**src/erc_params.svh**
```systemverilog
`ifndef ERC_PARAMS_SVH
`define ERC_PARAMS_SVH

// register byte offsets
`define ERC_OFF_CTRL        8'h00
`define ERC_OFF_HWCTRL      8'h04
`define ERC_OFF_STATUS      8'h08

// control register fields
`define ERC_CTRL_ON_BIT     0
`define ERC_CTRL_VSEL_BIT   1
`define ERC_CTRL_STPKEEP_BIT 2
`define ERC_CTRL_UVKEEP_BIT 3

// hardware control register fields
`define ERC_HW_SHARE_BIT    0

// status register fields
`define ERC_ST_OC_BIT       0
`define ERC_ST_UV_BIT       1
`define ERC_ST_FAIL_BIT     2
`define ERC_ST_LOCK_BIT     4
`define ERC_ST_ALONE_BIT    5
`define ERC_ST_SHARE_BIT    6
`define ERC_ST_OUTEN_BIT    8
`define ERC_ST_HP_BIT       9
`define ERC_ST_LP_BIT       10

// reset values
`define ERC_CTRL_RESET      4'h0
`define ERC_RDATA_RESET     32'h0000_0000

`endif

```
**src/erc_pkg.sv**
```systemverilog
package erc_pkg;

    // operating mode of the surrounding device
    typedef enum logic [2:0] {
        ERC_MODE_INIT,
        ERC_MODE_NORMAL,
        ERC_MODE_STOP,
        ERC_MODE_SLEEP,
        ERC_MODE_RESTART,
        ERC_MODE_FAILSAFE
    } erc_mode_e;

    // configuration of the external output
    typedef enum logic [1:0] {
        ERC_CFG_NONE,
        ERC_CFG_ALONE,
        ERC_CFG_SHARE
    } erc_cfg_e;

    // analog comparator results
    typedef struct packed {
        logic supplyUv;
        logic baseAboveRise;
        logic baseBelowFall;
        logic shuntReached;
        logic outUv;
    } erc_sense_s;

    // controls to the regulator stages
    typedef struct packed {
        logic outEnable;
        logic outSel3v3;
        logic highPowerStage;
        logic lowPowerStage;
        logic currentLimit;
    } erc_drive_s;

endpackage : erc_pkg

```
**src/erc_ctrl.sv**
```systemverilog
// Contract
// - stand-alone output: select bit 0 gives 5.0 V, 1 gives 3.3 V
// - load-sharing configuration ignores the voltage-select bit
// - stand-alone chosen by on bit in Normal mode with share bit zero
// - share bit written one selects load sharing; on bit then has no effect
// - first chosen configuration locks, survives soft reset, cleared by power loss
// - locked stand-alone still switches on/off; change attempts ignored silently
// - locked load sharing: change attempts set command-fail, configuration kept
// - stand-alone: off in Init/Fail-Safe, settable in Normal, held otherwise
// - load sharing: off Init/Sleep/Fail-Safe, on in Restart and in Normal
// - Stop mode disables load sharing unless share-in-stop bit set
// - share bit stays set in Stop; sharing resumes in Normal automatically
// - supply undervoltage switches output off unless keep-on bit set
// - Stop mode adds high-power stage above rise threshold, drops below fall
// - Normal mode runs only the high-power stage
// - stand-alone shunt threshold limits current, sets overcurrent flag, clear when gone
// - stand-alone output undervoltage sets the undervoltage status flag
// - output undervoltage handling applies in stand-alone configuration only
// - load sharing never raises output undervoltage flag
// - load sharing has no current limit and never sets overcurrent flag
// - load sharing output shuts down when Fail-Safe is entered
`timescale 1ns/10ps
`default_nettype none
`include "erc_params.svh"

module erc_ctrl #(
    parameter int ADDR_WIDTH = 8
) (
    // clock and resets
    input  wire logic                clk,
    input  wire logic                resetn,
    input  wire logic                porN,
    // apb slave
    input  wire logic                psel,
    input  wire logic                penable,
    input  wire logic                pwrite,
    input  wire logic [ADDR_WIDTH-1:0] paddr,
    input  wire logic [31:0]         pwdata,
    output var  logic [31:0]         prdata,
    output var  logic                pready,
    output var  logic                pslverr,
    // device state and analog sensing
    input  wire erc_pkg::erc_mode_e  devMode,
    input  wire erc_pkg::erc_sense_s sense,
    // regulator controls
    output var  erc_pkg::erc_drive_s drive
);

    initial begin
        if (ADDR_WIDTH < 4 || ADDR_WIDTH > 32) begin
            $error("erc_ctrl: ADDR_WIDTH must be 4..32");
        end
    end

    // power-on storage
    erc_pkg::erc_cfg_e cfg_q, cfg_d;
    logic              cmdFail_q, cmdFail_d;

    // soft-reset storage
    logic [3:0]        ctrl_q, ctrl_d;
    logic              ocFlag_q, ocFlag_d;
    logic              uvFlag_q, uvFlag_d;
    logic              hpHold_q, hpHold_d;
    logic              apbAck_q;
    logic [31:0]       rdata_q;
    logic              slvErr_q;
    erc_pkg::erc_drive_s drive_q, drive_d;

    // bus decode
    wire logic       setupPhase = psel & ~penable;
    wire logic       accessDone = psel & penable & apbAck_q;
    wire logic       wrDone     = accessDone & pwrite;
    wire logic [7:0] addrByte   = 8'(paddr);
    wire logic       hitCtrl    = addrByte == `ERC_OFF_CTRL;
    wire logic       hitHw      = addrByte == `ERC_OFF_HWCTRL;
    wire logic       hitStatus  = addrByte == `ERC_OFF_STATUS;
    wire logic       hitAny     = hitCtrl | hitHw | hitStatus;
    wire logic       wrCtrl     = wrDone & hitCtrl;
    wire logic       wrHw       = wrDone & hitHw;
    wire logic       wrStatus   = wrDone & hitStatus;

    wire logic inNormal   = devMode == erc_pkg::ERC_MODE_NORMAL;
    wire logic inStop     = devMode == erc_pkg::ERC_MODE_STOP;
    wire logic isAlone    = cfg_q == erc_pkg::ERC_CFG_ALONE;
    wire logic isShare    = cfg_q == erc_pkg::ERC_CFG_SHARE;
    wire logic wantOn     = pwdata[`ERC_CTRL_ON_BIT];
    wire logic wantShare  = pwdata[`ERC_HW_SHARE_BIT];

    // mode gating of the output per configuration
    function automatic logic mode_allows(input erc_pkg::erc_cfg_e c, input erc_pkg::erc_mode_e m,
                                         input logic onBit, input logic stopKeep);
        logic r;
        r = 1'b0;
        case (c)
            erc_pkg::ERC_CFG_ALONE: begin
                case (m)
                    erc_pkg::ERC_MODE_INIT,
                    erc_pkg::ERC_MODE_FAILSAFE: r = 1'b0;
                    default:                    r = onBit;
                endcase
            end
            erc_pkg::ERC_CFG_SHARE: begin
                case (m)
                    erc_pkg::ERC_MODE_NORMAL,
                    erc_pkg::ERC_MODE_RESTART: r = 1'b1;
                    erc_pkg::ERC_MODE_STOP:    r = stopKeep;
                    default:                   r = 1'b0;
                endcase
            end
            default: r = 1'b0;
        endcase
        return r;
    endfunction

    // configuration selection and locking
    // stand-alone select
    wire logic pickAlone = wrCtrl & wantOn & inNormal;
    wire logic pickShare = wrHw & wantShare;
    wire logic shareChange = isShare & ((wrHw & ~wantShare) | (wrCtrl & wantOn));

    always_comb begin
        cfg_d = cfg_q;
        case (cfg_q)
            erc_pkg::ERC_CFG_NONE: begin
                if (pickShare) begin
                    cfg_d = erc_pkg::ERC_CFG_SHARE;
                end else if (pickAlone && !wrHw) begin
                    cfg_d = erc_pkg::ERC_CFG_ALONE;
                end
            end
            erc_pkg::ERC_CFG_ALONE: cfg_d = erc_pkg::ERC_CFG_ALONE;
            erc_pkg::ERC_CFG_SHARE: cfg_d = erc_pkg::ERC_CFG_SHARE;
            default:                cfg_d = erc_pkg::ERC_CFG_NONE;
        endcase
    end

    assign cmdFail_d = shareChange | (cmdFail_q & ~(wrStatus & pwdata[`ERC_ST_FAIL_BIT]));

    // control register; on bit only takes effect from Normal mode
    always_comb begin
        ctrl_d = ctrl_q;
        if (wrCtrl) begin
            ctrl_d[`ERC_CTRL_VSEL_BIT]    = pwdata[`ERC_CTRL_VSEL_BIT];
            ctrl_d[`ERC_CTRL_STPKEEP_BIT] = pwdata[`ERC_CTRL_STPKEEP_BIT];
            ctrl_d[`ERC_CTRL_UVKEEP_BIT]  = pwdata[`ERC_CTRL_UVKEEP_BIT];
            if (inNormal && !isShare && !(cfg_q == erc_pkg::ERC_CFG_NONE && pickShare)) begin
                ctrl_d[`ERC_CTRL_ON_BIT] = wantOn;
            end
        end
    end

    // output gating
    wire logic modeOk  = mode_allows(cfg_d, devMode, ctrl_d[`ERC_CTRL_ON_BIT], ctrl_d[`ERC_CTRL_STPKEEP_BIT]);
    wire logic uvBlock = sense.supplyUv & ~ctrl_d[`ERC_CTRL_UVKEEP_BIT];
    wire logic nextOn  = modeOk & ~uvBlock;
    wire logic nextAlone = cfg_d == erc_pkg::ERC_CFG_ALONE;

    assign hpHold_d = inStop & nextOn & (sense.baseAboveRise | (hpHold_q & ~sense.baseBelowFall));

    always_comb begin
        drive_d = '0;
        drive_d.outEnable      = nextOn;
        drive_d.outSel3v3      = nextAlone & ctrl_d[`ERC_CTRL_VSEL_BIT];
        drive_d.highPowerStage = nextOn & (inStop ? hpHold_d : 1'b1);
        drive_d.lowPowerStage  = nextOn & inStop;
        // limit in stand-alone; none when sharing
        drive_d.currentLimit   = nextAlone & nextOn & sense.shuntReached;
    end

    // overcurrent flag, clear only once condition gone
    wire logic ocEvent = isAlone & drive_q.outEnable & sense.shuntReached;
    assign ocFlag_d = ocEvent | (ocFlag_q & ~(wrStatus & pwdata[`ERC_ST_OC_BIT] & ~sense.shuntReached));

    wire logic uvEvent = isAlone & drive_q.outEnable & sense.outUv;
    assign uvFlag_d = uvEvent | (uvFlag_q & ~(wrStatus & pwdata[`ERC_ST_UV_BIT]));

    // read mux
    wire logic [31:0] statusWord = {21'h00_0000,
                                    drive_q.lowPowerStage, drive_q.highPowerStage, drive_q.outEnable,
                                    1'b0, isShare, isAlone, cfg_q != erc_pkg::ERC_CFG_NONE,
                                    1'b0, cmdFail_q, uvFlag_q, ocFlag_q};
    wire logic [31:0] readWord =
        hitCtrl   ? {28'h000_0000, ctrl_q} :
        hitHw     ? {31'h0000_0000, isShare} :
        hitStatus ? statusWord : `ERC_RDATA_RESET;

    // power-on domain: soft reset does not touch it
    // power-on only storage
    always_ff @(posedge clk) begin
        if (!porN) begin
            cfg_q     <= erc_pkg::ERC_CFG_NONE;
            cmdFail_q <= 1'b0;
        end else begin
            cfg_q     <= cfg_d;
            cmdFail_q <= cmdFail_d;
        end
    end

    always_ff @(posedge clk) begin
        if (!resetn || !porN) begin
            ctrl_q   <= `ERC_CTRL_RESET;
            ocFlag_q <= 1'b0;
            uvFlag_q <= 1'b0;
            hpHold_q <= 1'b0;
            drive_q  <= '0;
        end else begin
            ctrl_q   <= ctrl_d;
            ocFlag_q <= ocFlag_d;
            uvFlag_q <= uvFlag_d;
            hpHold_q <= hpHold_d;
            drive_q  <= drive_d;
        end
    end

    // answer in the first access cycle; data captured in setup
    always_ff @(posedge clk) begin
        if (!resetn || !porN) begin
            apbAck_q <= 1'b0;
            rdata_q  <= `ERC_RDATA_RESET;
            slvErr_q <= 1'b0;
        end else begin
            apbAck_q <= setupPhase;
            if (setupPhase) begin
                rdata_q  <= pwrite ? `ERC_RDATA_RESET : readWord;
                slvErr_q <= ~hitAny;
            end
        end
    end

    assign prdata  = rdata_q;
    assign pready  = apbAck_q;
    assign pslverr = slvErr_q;
    assign drive   = drive_q;
endmodule // erc_ctrl

`default_nettype wire

```
**config.mk**
```make
export PLATFORM = sky130hd
export DESIGN_NAME = erc_ctrl
export DESIGN_NICKNAME = d
export VERILOG_FILES = /design/src/erc_pkg.sv /design/src/erc_ctrl.sv
export VERILOG_INCLUDE_DIRS = /design/src
export SDC_FILE = /design/constraint.sdc
export NUM_CORES = 1
export LEC_CHECK = 0
export ABC_CLOCK_PERIOD_IN_PS = 2800
export BUFFER_PORTS_ARGS = -buffer_cell sky130_fd_sc_hd__buf_2
export CAP_MARGIN = 20
export CORE_ASPECT_RATIO = 1.75
export CORE_MARGIN = 3
export CORE_UTILIZATION = 37
export DETAILED_ROUTE_END_ITERATION = 12
export GPL_TIMING_DRIVEN = 0
export PLACE_DENSITY_LB_ADDON = 0.2
export REMOVE_ABC_BUFFERS = 1
export SYNTH_ARGS = -nofsm -noshare
export SYNTH_HDL_FRONTEND = slang
export SYNTH_SLANG_ARGS = --single-unit
```
**constraint.sdc**
```tcl
create_clock -name clk -period 2.8 [get_ports clk]
set_input_delay 0.28 -clock clk [delete_from_list [all_inputs] [get_ports clk]]
set_output_delay 0.28 -clock clk [all_outputs]
set_load 0.05 [all_outputs]
```
== After elaboration in Yosys (flattened, before gate mapping) ==
Cells that the tools add are included.
Widths: inputs -> output; s select.

* Bits in registers: 49
* Input port bits: 54
* Output and inout port bits: 39

* Equal/unequal tests: 10
* Mux-type cells: 13
* Bitwise gates (word level): 48
* Reduce and logical (&&, ||, !) cells: 16

{| class="wikitable"
|+ Operators by type and width
! operator !! count
|-
| $mux 11 || 4
|-
| $and 1x1->1 || 31
|-
| $not 1->1 || 10
|-
| $eq 8x3->1 const B || 1
|-
| $eq 8x4->1 const B || 1
|-
| $logic_not 8->1 || 1
|-
| $or 1x1->1 || 7
|-
| $eq 3x3->1 const B || 2
|-
| $pmux 2 s3 || 1
|-
| $logic_not 1->1 || 5
|-
| $eq 2x1->1 const B || 2
|-
| $eq 2x2->1 const B || 2
|-
| $logic_and 1x1->1 || 4
|-
| $mux 2 || 2
|-
| $mux 4 || 1
|-
| $pmux 1 s2 || 2
|-
| $reduce_or 2->1 || 2
|-
| $eq 3x1->1 const B || 1
|-
| $eq 3x2->1 const B || 1
|-
| $logic_not 3->1 || 1
|-
| $mux 1 || 3
|-
| $logic_not 2->1 || 1
|-
| $reduce_bool 2->1 || 1
|-
| $logic_or 1x1->1 || 1
|}

== Logic depth before layout (Yosys ltp) ==
Gate-level depths: netlist of the first run.

* Word-level depth: 18
* Gate-level depth with buffers: 10
* Depth with buffers taken out: 10

== Least setup slack after synthesis of the first run ==
OpenSTA, ideal clock, no wires.

* Path kind: reg2reg
* Start point: register apbAck_q, in the netlist pready
* End point: register hpHold_q
* Data arrival time: 2.589 ns
* Data required time: 2.667 ns
* Path slack: 0.077 ns
* Stages on the path, launching flop included: 11
* Path buffers: 0
* Cell sequence: dfxtp_1 nand4_1 nor4_4 a31oi_1 nor2_1 inv_1 ha_1 nand4_1 mux2i_1 nor4_4 nor4_1

* Cells in the longest elaborated chain, start to end: 14
* Elaborated cells on any way between the ends: 28
* Classes of those cells: 2 x eq/ne; 8 x mux; 13 x bitwise; 5 x reduce/logical

{| class="wikitable"
|+ Ends and longest elaborated chain
! element !! RTL line !! RTL
|-
| from (decl) || erc_ctrl.sv:64 || <nowiki>logic apbAck_q;</nowiki>
|-
| from (signal assigned) || erc_ctrl.sv:222 || <nowiki>apbAck_q <= setupPhase;</nowiki>
|-
| $and 1x1->1 * || erc_ctrl.sv:71 || <nowiki>wire logic accessDone = psel & penable & apbAck_q;</nowiki>
|-
| $and 1x1->1 * || erc_ctrl.sv:72 || <nowiki>wire logic wrDone = accessDone & pwrite;</nowiki>
|-
| $and 1x1->1 || erc_ctrl.sv:78 || <nowiki>wire logic wrCtrl = wrDone & hitCtrl;</nowiki>
|-
| $and 1x1->1 (2 in series) || erc_ctrl.sv:117 || <nowiki>wire logic pickAlone = wrCtrl & wantOn & inNormal;</nowiki>
|-
| $logic_and 1x1->1 || erc_ctrl.sv:127 || <nowiki>end else if (pickAlone && !wrHw) begin</nowiki>
|-
| $mux 2 || erc_ctrl.sv:127 ||
|-
| $mux 2 * || erc_ctrl.sv:125 || <nowiki>if (pickShare) begin</nowiki>
|-
| $pmux 2 s3 * || erc_ctrl.sv:123 || <nowiki>case (cfg_q)</nowiki>
|-
| via cfg_d[0] || erc_ctrl.sv:56 || <nowiki>erc_pkg::erc_cfg_e cfg_q, cfg_d;</nowiki>
|-
| $eq 2x2->1 / $eq 2x1->1 (equally long branches) || erc_ctrl.sv:94 || <nowiki>case (c)</nowiki>
|-
| $pmux 1 s2 * || erc_ctrl.sv:94 ||
|-
| $and 1x1->1 * || erc_ctrl.sv:155 || <nowiki>wire logic nextOn = modeOk & ~uvBlock;</nowiki>
|-
| $and 1x1->1 * (2 in series) || erc_ctrl.sv:158 || <nowiki>assign hpHold_d = inStop & nextOn & (sense.baseAboveRise | (hpHold_q & ~sense.baseBelowFall));</nowiki>
|-
| to (signal assigned) || erc_ctrl.sv:210 || <nowiki>hpHold_q <= hpHold_d;</nowiki>
|-
| to (decl) || erc_ctrl.sv:63 || <nowiki>logic hpHold_q, hpHold_d;</nowiki>
|}

Mark *: on every way through the listed nets, which the timed path passes. The rest lies on a longest branch.
A chain may end at the register's enable or synchronous reset.

== Worst setup path after layout of the first run ==
* Start point: input port paddr[1]
* End point: register drive_q (netlist bit drive[1])

* Cells in the longest elaborated chain, start to end: 12
* Elaborated cells on any way between the ends: 27
* Classes of those cells: 3 x eq/ne; 8 x mux; 10 x bitwise; 6 x reduce/logical

{| class="wikitable"
|+ Ends and longest elaborated chain
! element !! RTL line !! RTL
|-
| from (decl) || erc_ctrl.sv:37 || <nowiki>input wire logic [ADDR_WIDTH-1:0] paddr,</nowiki>
|-
| $logic_not 8->1 (no line) || -- ||
|-
| $and 1x1->1 || erc_ctrl.sv:78 ||
|-
| $and 1x1->1 (2 in series) || erc_ctrl.sv:117 ||
|-
| $logic_and 1x1->1 || erc_ctrl.sv:127 ||
|-
| $mux 2 || erc_ctrl.sv:127 ||
|-
| $mux 2 * || erc_ctrl.sv:125 ||
|-
| $pmux 2 s3 * || erc_ctrl.sv:123 ||
|-
| via cfg_d[1] || erc_ctrl.sv:56 ||
|-
| $eq 2x2->1 / $eq 2x1->1 (equally long branches) || erc_ctrl.sv:94 ||
|-
| $pmux 1 s2 * || erc_ctrl.sv:94 ||
|-
| $and 1x1->1 * || erc_ctrl.sv:155 ||
|-
| $and 1x1->1 * || erc_ctrl.sv:165 || <nowiki>drive_d.lowPowerStage = nextOn & inStop;</nowiki>
|-
| to (signal assigned) || erc_ctrl.sv:211 || <nowiki>drive_q <= drive_d;</nowiki>
|-
| to (decl) || erc_ctrl.sv:67 || <nowiki>erc_pkg::erc_drive_s drive_q, drive_d;</nowiki>
|}

Marks and branches as above.

==> results.sh, run 1 <==
export IMPL_cts_tree="yes"
export IMPL_async_flop_share=0
export IMPL_setup_ws_ps=312
export IMPL_worstPathRequired_ps=2960
export IMPL_place_area_sq_mm=0.00157
export IMPL_std_cell_rows=29
export IMPL_ys_warnings_count=0
export IMPL_grt_most_used_layer="met2"
export IMPL_power_per_cell_area_mw_per_mm2=443
export IMPL_maxSlewHeadroom=0.517
export IMPL_wl_mm=3.21
export IMPL_cpPeakStageDelay_ps=570
export IMPL_critical_path_class="primary input to register"
export IMPL_multiInputGateArea_sq_um=736
export IMPL_overflow=0
export IMPL_start_util=0.388
export IMPL_final_nets=262
export IMPL_place_congestion=0.791
export IMPL_critical_path_buf_inv_count=2
export IMPL_dp_final_hpwl_mm=2.55
export IMPL_root_buffer="clkbuf_8"
export IMPL_hold_slack_ps=239
export IMPL_hold_path_class="primary input to register"
export IMPL_grt_antenna_before_repair=0
export IMPL_p_seq_frac=0.528
export IMPL_use_met3=0.0153
export IMPL_cp_top_family="simple AND/OR/NAND/NOR gates"
export IMPL_ctsHtreeMaxLevel=1
export IMPL_slowest_stage="or4_4"
export IMPL_die_y_um=87.6
export IMPL_switching_share=0.307
export IMPL_gr_usage_met2=0.262
export IMPL_pre_cts_slack_ps=-247
export IMPL_cts_hold_buf=0
export IMPL_ir_drop_mv=0.291
export IMPL_synthFlopType="dfxtp_1"
export IMPL_grt_usage=0.144
export IMPL_insertedDiodeCount=0
export IMPL_clk_path_buf_depth=2
export IMPL_yosys_area_top_type="dfxtp_1"
export IMPL_numCtsBuffers=3
export IMPL_io_buffer_count=42
export IMPL_coreArea_sq_mm=0.00363
export IMPL_drive_above_1_share=0.283
export IMPL_p_sw_uw=224
export IMPL_fin_crit_sh=0.889
export IMPL_cts_sinks=27
export IMPL_synth_top_area_frac=0.384
export IMPL_p_leak_uw=0.000728
export IMPL_yosys_top_cells_count="27 x dfxtp_1, 22 x buf_4, 20 x nor2_1"
export IMPL_grt_max_degree=21
export IMPL_clk_pin_slew_ps=90
export IMPL_dieWidth_um=52.6
export IMPL_setup_violations=0
export IMPL_grt_pass1_wl_mm=5.00
export IMPL_critical_path_startpoint_type="primary input"
export IMPL_drc=0
export IMPL_nFillCells=376
export IMPL_p_comb_frac=0.162
export IMPL_drtIter0Drc=31
export IMPL_first_pass_iters=4
export IMPL_finalCriticalPeriod_ps=2490
export IMPL_die_area_sq_mm=0.00461
export IMPL_worstMarginPinSlew_ps=717
export IMPL_arrival_ps=2650
export IMPL_routed_via_density=4.91
export IMPL_outcome="finished, final reports clean"
export IMPL_final_setup_skew_ps=1.84
export IMPL_fmax_ghz=0.402
export IMPL_netlist_instances=161
export IMPL_synth_seq_cells=27
export IMPL_rsz0062_at_grt="no"
export IMPL_clk_latency_ps=280
export IMPL_antenna_left=0
export IMPL_routedWlPerCell_um=12.8
export IMPL_synth_edf_count=0
export IMPL_register_area_sq_um=541
export IMPL_cp_end_kind="register"
export IMPL_ios=93
export IMPL_path_max_fanout=5
export IMPL_design_area_sq_mm=0.00165
export IMPL_grt_pass1_vias=1108
export IMPL_synth_distinct_cells=37
export IMPL_clockPowerShare=0.310
export IMPL_crit_chain="buf_2, or4_4, nor3_2, nand4_1, a21oi_1, inv_1, ha_1, o211ai_1, and4bb_2, nor4_4, nor3_1"
export IMPL_met1_usage=0.157
export IMPL_drv_cap=0
export IMPL_finalMaxSlewViolations=0
export IMPL_num_vias=1233
export IMPL_synthesis_area_sq_mm=0.00141
export IMPL_area_delta_synth_final_pct=16.9
export IMPL_hold_violations=0
export IMPL_synth_area_leaders="dfxtp_1 38%, buf_4 12%, nor2_1 5.3%, mux2i_1 4.3%, a22oi_1 3.2%"
export IMPL_synth_most_common_cell="dfxtp_1"
export IMPL_ys_seq_area_frac=0.384
export IMPL_p_int_uw=505
export IMPL_avgSynthCellArea_sq_um=8.75
## area by class of cell
class,count,share of cell area
clock buffer,3,0.0251
inverter,7,0.0160
clock inverter,1,0.00304
sequential,27,0.328
timing repair buffer,46,0.146
multi-input combinational,121,0.447
tap,46,0.0350
## cells in the final DEF (no fill, tap or decap), types with 3 or more instances in the layout
cell,synthesis,routed
buf_2,0,42
dfxtp_1,27,27
conb_1,1,22
nor2_1,20,20
inv_1,7,7
a21oi_1,7,7
nand2_1,6,6
mux2i_1,6,6
a22oi_1,6,6
nand4_1,5,5
o21ai_0,5,5
nand3_1,4,4
buf_4,22,4
and2_1,3,3
nand2b_1,3,3
nor3_1,4,3
nor4_1,3,3
a32oi_1,3,3
clkbuf_8,0,3
## registers in the layout, indices dropped and copies added, names as in the netlist
name,cells
prdata,10
uvFlag_q,1
ctrl_q,4
drive,5
pready,1
ocFlag_q,1
cfg_q,2
cmdFail_q,1
pslverr,1
hpHold_q,1
## cell families after synthesis
logic type               count (synthesis)  share of synthesized area
adder cells (fa/ha/maj)                  2                     0.0178
flip-flops                              27                      0.384
buffers and inverters                   34                      0.154
multiplexers                             8                     0.0586
AO/OA/AOI/OAI                           26                      0.118
AND/OR/NAND/NOR                         61                      0.253
XOR/XNOR                                 2                     0.0124
other                                    1                    0.00266
## worst min-delay path: cells and delay by family
family / cells / cell delay, ps
AO/OA/AOI/OAI: 1 / 50
buffers and inverters: 1 / 90
AND/OR/NAND/NOR: 1 / 40
## through the flow
step	TNS, ps	total power, uW	util	cells
CTS	0	733	0.444	247
finish	0	729	0.454	251
global placement	-978	510	0.431	243
floorplan	0	479	-	155
detailed placement	-1180	511	0.431	243
global route	0	759	0.454	251
## routing by layer
| layer | wire [um] | share of wire |
|---|---|---|
| met3 | 224 | 0.070 |
| met1 | 1210 | 0.38 |
| met5 | 0 | 0 |
| met4 | 89 | 0.028 |
| met2 | 1680 | 0.52 |
## power groups by stage
| stage | clock [uW] | combinational, uW | sequential (uW) |
|---|---|---|---|
| final | 226 | 118 | 385 |
| after global routing | 248 | 126 | 385 |
| after CTS | 231 | 117 | 385 |
| after detailed placement | 0 | 117 | 394 |
| after global placement | 0 | 116 | 394 |
| after floorplan | 0 | 82.6 | 397 |
## repair_timing
action                     4_1_cts  5_1_grt
buffers inserted                 0        4
setup endpoints to repair        0        5
resized for setup                0        1
## path summary, 6_finish.rpt
kind	end	startpoint	slack [ps]	depth (start not counted)
min reg2reg	prdata[4]$_SDFFE_PP0P_	prdata[4]$_SDFFE_PP0P_	470	2
max	drive[1]$_SDFF_PP0_	paddr[1]	310	11
max reg2reg	drive[1]$_SDFF_PP0_	pready$_SDFF_PP0_	360	11
min	uvFlag_q$_SDFF_PP0_	sense[0]	240	3
Note: power is estimated with default switching activity, not from simulation.
==> inputs of run 2 (changes only) <==
- ABC_AREA: not set -> 1
- CORE_UTILIZATION: 37 -> 38
- GPL_ROUTABILITY_DRIVEN: not set -> 0
==> run 2 against run 1 <==
Against the previous run: synthesized cell count grew 32%; core utilization up 1.3 points; maximum frequency is 34% higher; first-iteration DRC count is 52% lower; highest routed layer unchanged.
==> results.sh, run 2 <==
export IMPL_outcome="finished, final reports clean"
export IMPL_clk_path_buf_depth=2
export IMPL_insertedDiodeCount=0
export IMPL_synthesis_area_sq_mm=0.00151
export IMPL_antenna_left=0
export IMPL_final_setup_skew_ps=2.62
export IMPL_finalSetupTns_ps=0
export IMPL_clk_pin_slew_ps=90
export IMPL_cts_tree="yes"
export IMPL_cpPeakStageDelay_ps=330
export IMPL_instances_no_fill=301
export IMPL_cts_hold_buf=0
export IMPL_synth_seq_cells=27
export IMPL_synth_most_common_cell="nand2_1"
export IMPL_power_per_cell_area_mw_per_mm2=421
export IMPL_finalCriticalPeriod_ps=1850
export IMPL_cts_resized=0
export IMPL_cp_top_family="simple AND/OR/NAND/NOR gates"
export IMPL_netlist_instances=212
export IMPL_routedWlPerCell_um=10.5
export IMPL_synth_top_family_by_area="simple AND/OR/NAND/NOR gates"
export IMPL_finalMaxSlewViolations=0
export IMPL_critical_path_class="register to register"
export IMPL_largest_register_ffs=10
export IMPL_grt_antenna_before_repair=0
export IMPL_hold_path_class="primary input to register"
export IMPL_grt_usage=0.145
export IMPL_rsz0062_at_grt="no"
export IMPL_worstMarginPinSlew_ps=671
export IMPL_slowest_stage="dfxtp_1"
export IMPL_drive_above_1_share=0.255
export IMPL_yosys_area_top_type="dfxtp_1"
export IMPL_final_common_cell="nand2_1"
export IMPL_synth_top_area_frac=0.359
export IMPL_synth_area_leaders="dfxtp_1 36%, nand2_1 11%, buf_4 11%, inv_1 7.5%, nor2_1 5.2%"
export IMPL_dp_cells=297
export IMPL_ys_warnings_count=0
export IMPL_grt_pass1_wl_mm=5.13
export IMPL_root_buffer="clkbuf_8"
export IMPL_final_nets=312
export IMPL_drtIter0Drc=15
export IMPL_cts_sinks=27
export IMPL_coreArea_sq_mm=0.00370
export IMPL_synth_xor_area_frac=0
export IMPL_die_y_um=89.3
export IMPL_p_leak_uw=0.000898
export IMPL_ios=93
export IMPL_synth_adder_area_share=0.0166
export IMPL_area_delta_synth_final_pct=14.8
export IMPL_dieWidth_um=53.6
export IMPL_path_max_fanout=6
export IMPL_synth_distinct_cells=28
export IMPL_drv_cap=0
export IMPL_drc=0
export IMPL_wl_mm=3.17
export IMPL_ctsHtreeMaxLevel=1
export IMPL_async_flop_share=0
export IMPL_synth_edf_count=0
export IMPL_synthFlopType="dfxtp_1"
export IMPL_post_cts_setup_buffer_count=0
export IMPL_synthSimpleGateAreaFrac=0.329
export IMPL_first_pass_iters=4
export IMPL_clk_latency_ps=270
export IMPL_ys_seq_area_frac=0.359
export IMPL_routed_via_density=4.36
export IMPL_critical_path_startpoint_type="register"
export IMPL_overflow=0
export IMPL_numCtsBuffers=3
export IMPL_start_util=0.407
export IMPL_arrival_ps=2060
export IMPL_worstPathRequired_ps=3010
export IMPL_synth_compound_area_frac=0.0930
export IMPL_std_cell_rows=29
export IMPL_hold_violations=0
export IMPL_critical_path_buf_inv_count=2
export IMPL_avgSynthCellArea_sq_um=7.11
export IMPL_crit_chain="nand2_1, nor2_4, nand2_4, clkinv_2, nand3_1, nand2_1, ha_1, inv_1, nor3_1, nand3_2, nand2_2, nand3_1, nor2_1"
export IMPL_maxSlewHeadroom=0.552
export IMPL_fin_crit_sh=0.661
export IMPL_yosys_top_cells_count="46 x nand2_1, 30 x inv_1, 27 x dfxtp_1"
export IMPL_muxShareOfSynthArea=0
export IMPL_io_buffer_count=42
export IMPL_setup_violations=0
export IMPL_grt_pass1_vias=1254
export IMPL_most_common_layout_cells="46 x nand2_1, 42 x buf_2, 30 x inv_1, 27 x dfxtp_1, 22 x conb_1"
export IMPL_grt_max_degree=20
export IMPL_ir_drop_mv=0.240
export IMPL_die_area_sq_mm=0.00479
export IMPL_dp_final_hpwl_mm=2.69
export IMPL_num_vias=1311
export IMPL_cp_end_kind="register"
export IMPL_fmax_ghz=0.540
[run 2: changes by cell type in the layout (fill, tap and decap cells not counted), moves of 4 or more]
cell     previous run  this run
mux2i_1             6         0
nand4_1             5         1
nand3_1             4        10
nand2_1             6        46
buf_4               4         0
a22oi_1             6         0
a21oi_1             7        14
inv_1               7        30
[run 2: path summary, 6_finish.rpt]
kind	cells past startpoint	slack, ps	end	from
max reg2reg	13	950	hpHold_q$_SDFF_PP0_	pready$_SDFF_PP0_
min reg2reg	2	460	prdata[10]$_SDFFE_PP0P_	drive[1]$_SDFF_PP0_
max	13	950	hpHold_q$_SDFF_PP0_	pready$_SDFF_PP0_
min	3	250	hpHold_q$_SDFF_PP0_	sense[3]
[run 2: per-stage QoR]
| step | util | total power (uW) | instance area, sq um | hold WS [ps] | worst slack (ps) |
|---|---|---|---|---|---|
| 2_1_floorplan | - | 488 | 1410 | 406 | 783 |
| 4_1_cts | 0.467 | 739 | 1730 | 254 | 920 |
| 5_1_grt | 0.467 | 759 | 1730 | 257 | 707 |
| 3_5_place_dp | 0.454 | 518 | 1680 | 452 | 731 |
| 6_report | 0.467 | 727 | 1730 | 254 | 950 |
| 3_3_place_gp | 0.454 | 517 | 1680 | 444 | 775 |
[run 2: layout make-up]
class	count	area (sq um)
multi-input cells	148	743
fillers	429	1970
clock buffers	3	41.3
inverters	34	129
flip-flops and latches	27	541
repair buffers	42	210
well taps	46	57.6
clock inverters	1	7.51
[run 2: routing by layer]
layer / share of wire / wire length, um / global-route usage / vias to the layer above
met5: 0 / 0 / 0 / -
met2: 0.56 / 1790 / 0.293 / 38
met3: 0.049 / 155 / 0.0217 / 4
met1: 0.37 / 1190 / 0.140 / 572
li1: - / - / - / 697
met4: 0.014 / 44 / 0.0488 / 0
[run 2: cell families (layout without fill, tap and decap cells)]
logic type / Yosys count / after routing
fa+ha+maj: 2 / 2
simple gates: 99 / 99
other cells: 1 / 22
buf+inv: 58 / 80
compound gates: 25 / 25
flops: 27 / 27
[run 2: power by group]
group / leakage, uW / switching [uW] / internal, uW / total (uW)
clock network: 0.0000217 / 117 / 101 / 218
registers: 0.000218 / 0.398 / 384 / 385
logic: 0.000659 / 103 / 21.6 / 124
[run 2: worst register-to-register path: stages (launching register included)]
cell and delay [ps]:
dfxtp_1 330, nand2_1 80, nor2_4 180, nand2_4 100, clkinv_2 70, nand3_1 60, nand2_1 100, ha_1 180
inv_1 70, nor3_1 240, nand3_2 110, nand2_2 90, nand3_1 90, nor2_1 90
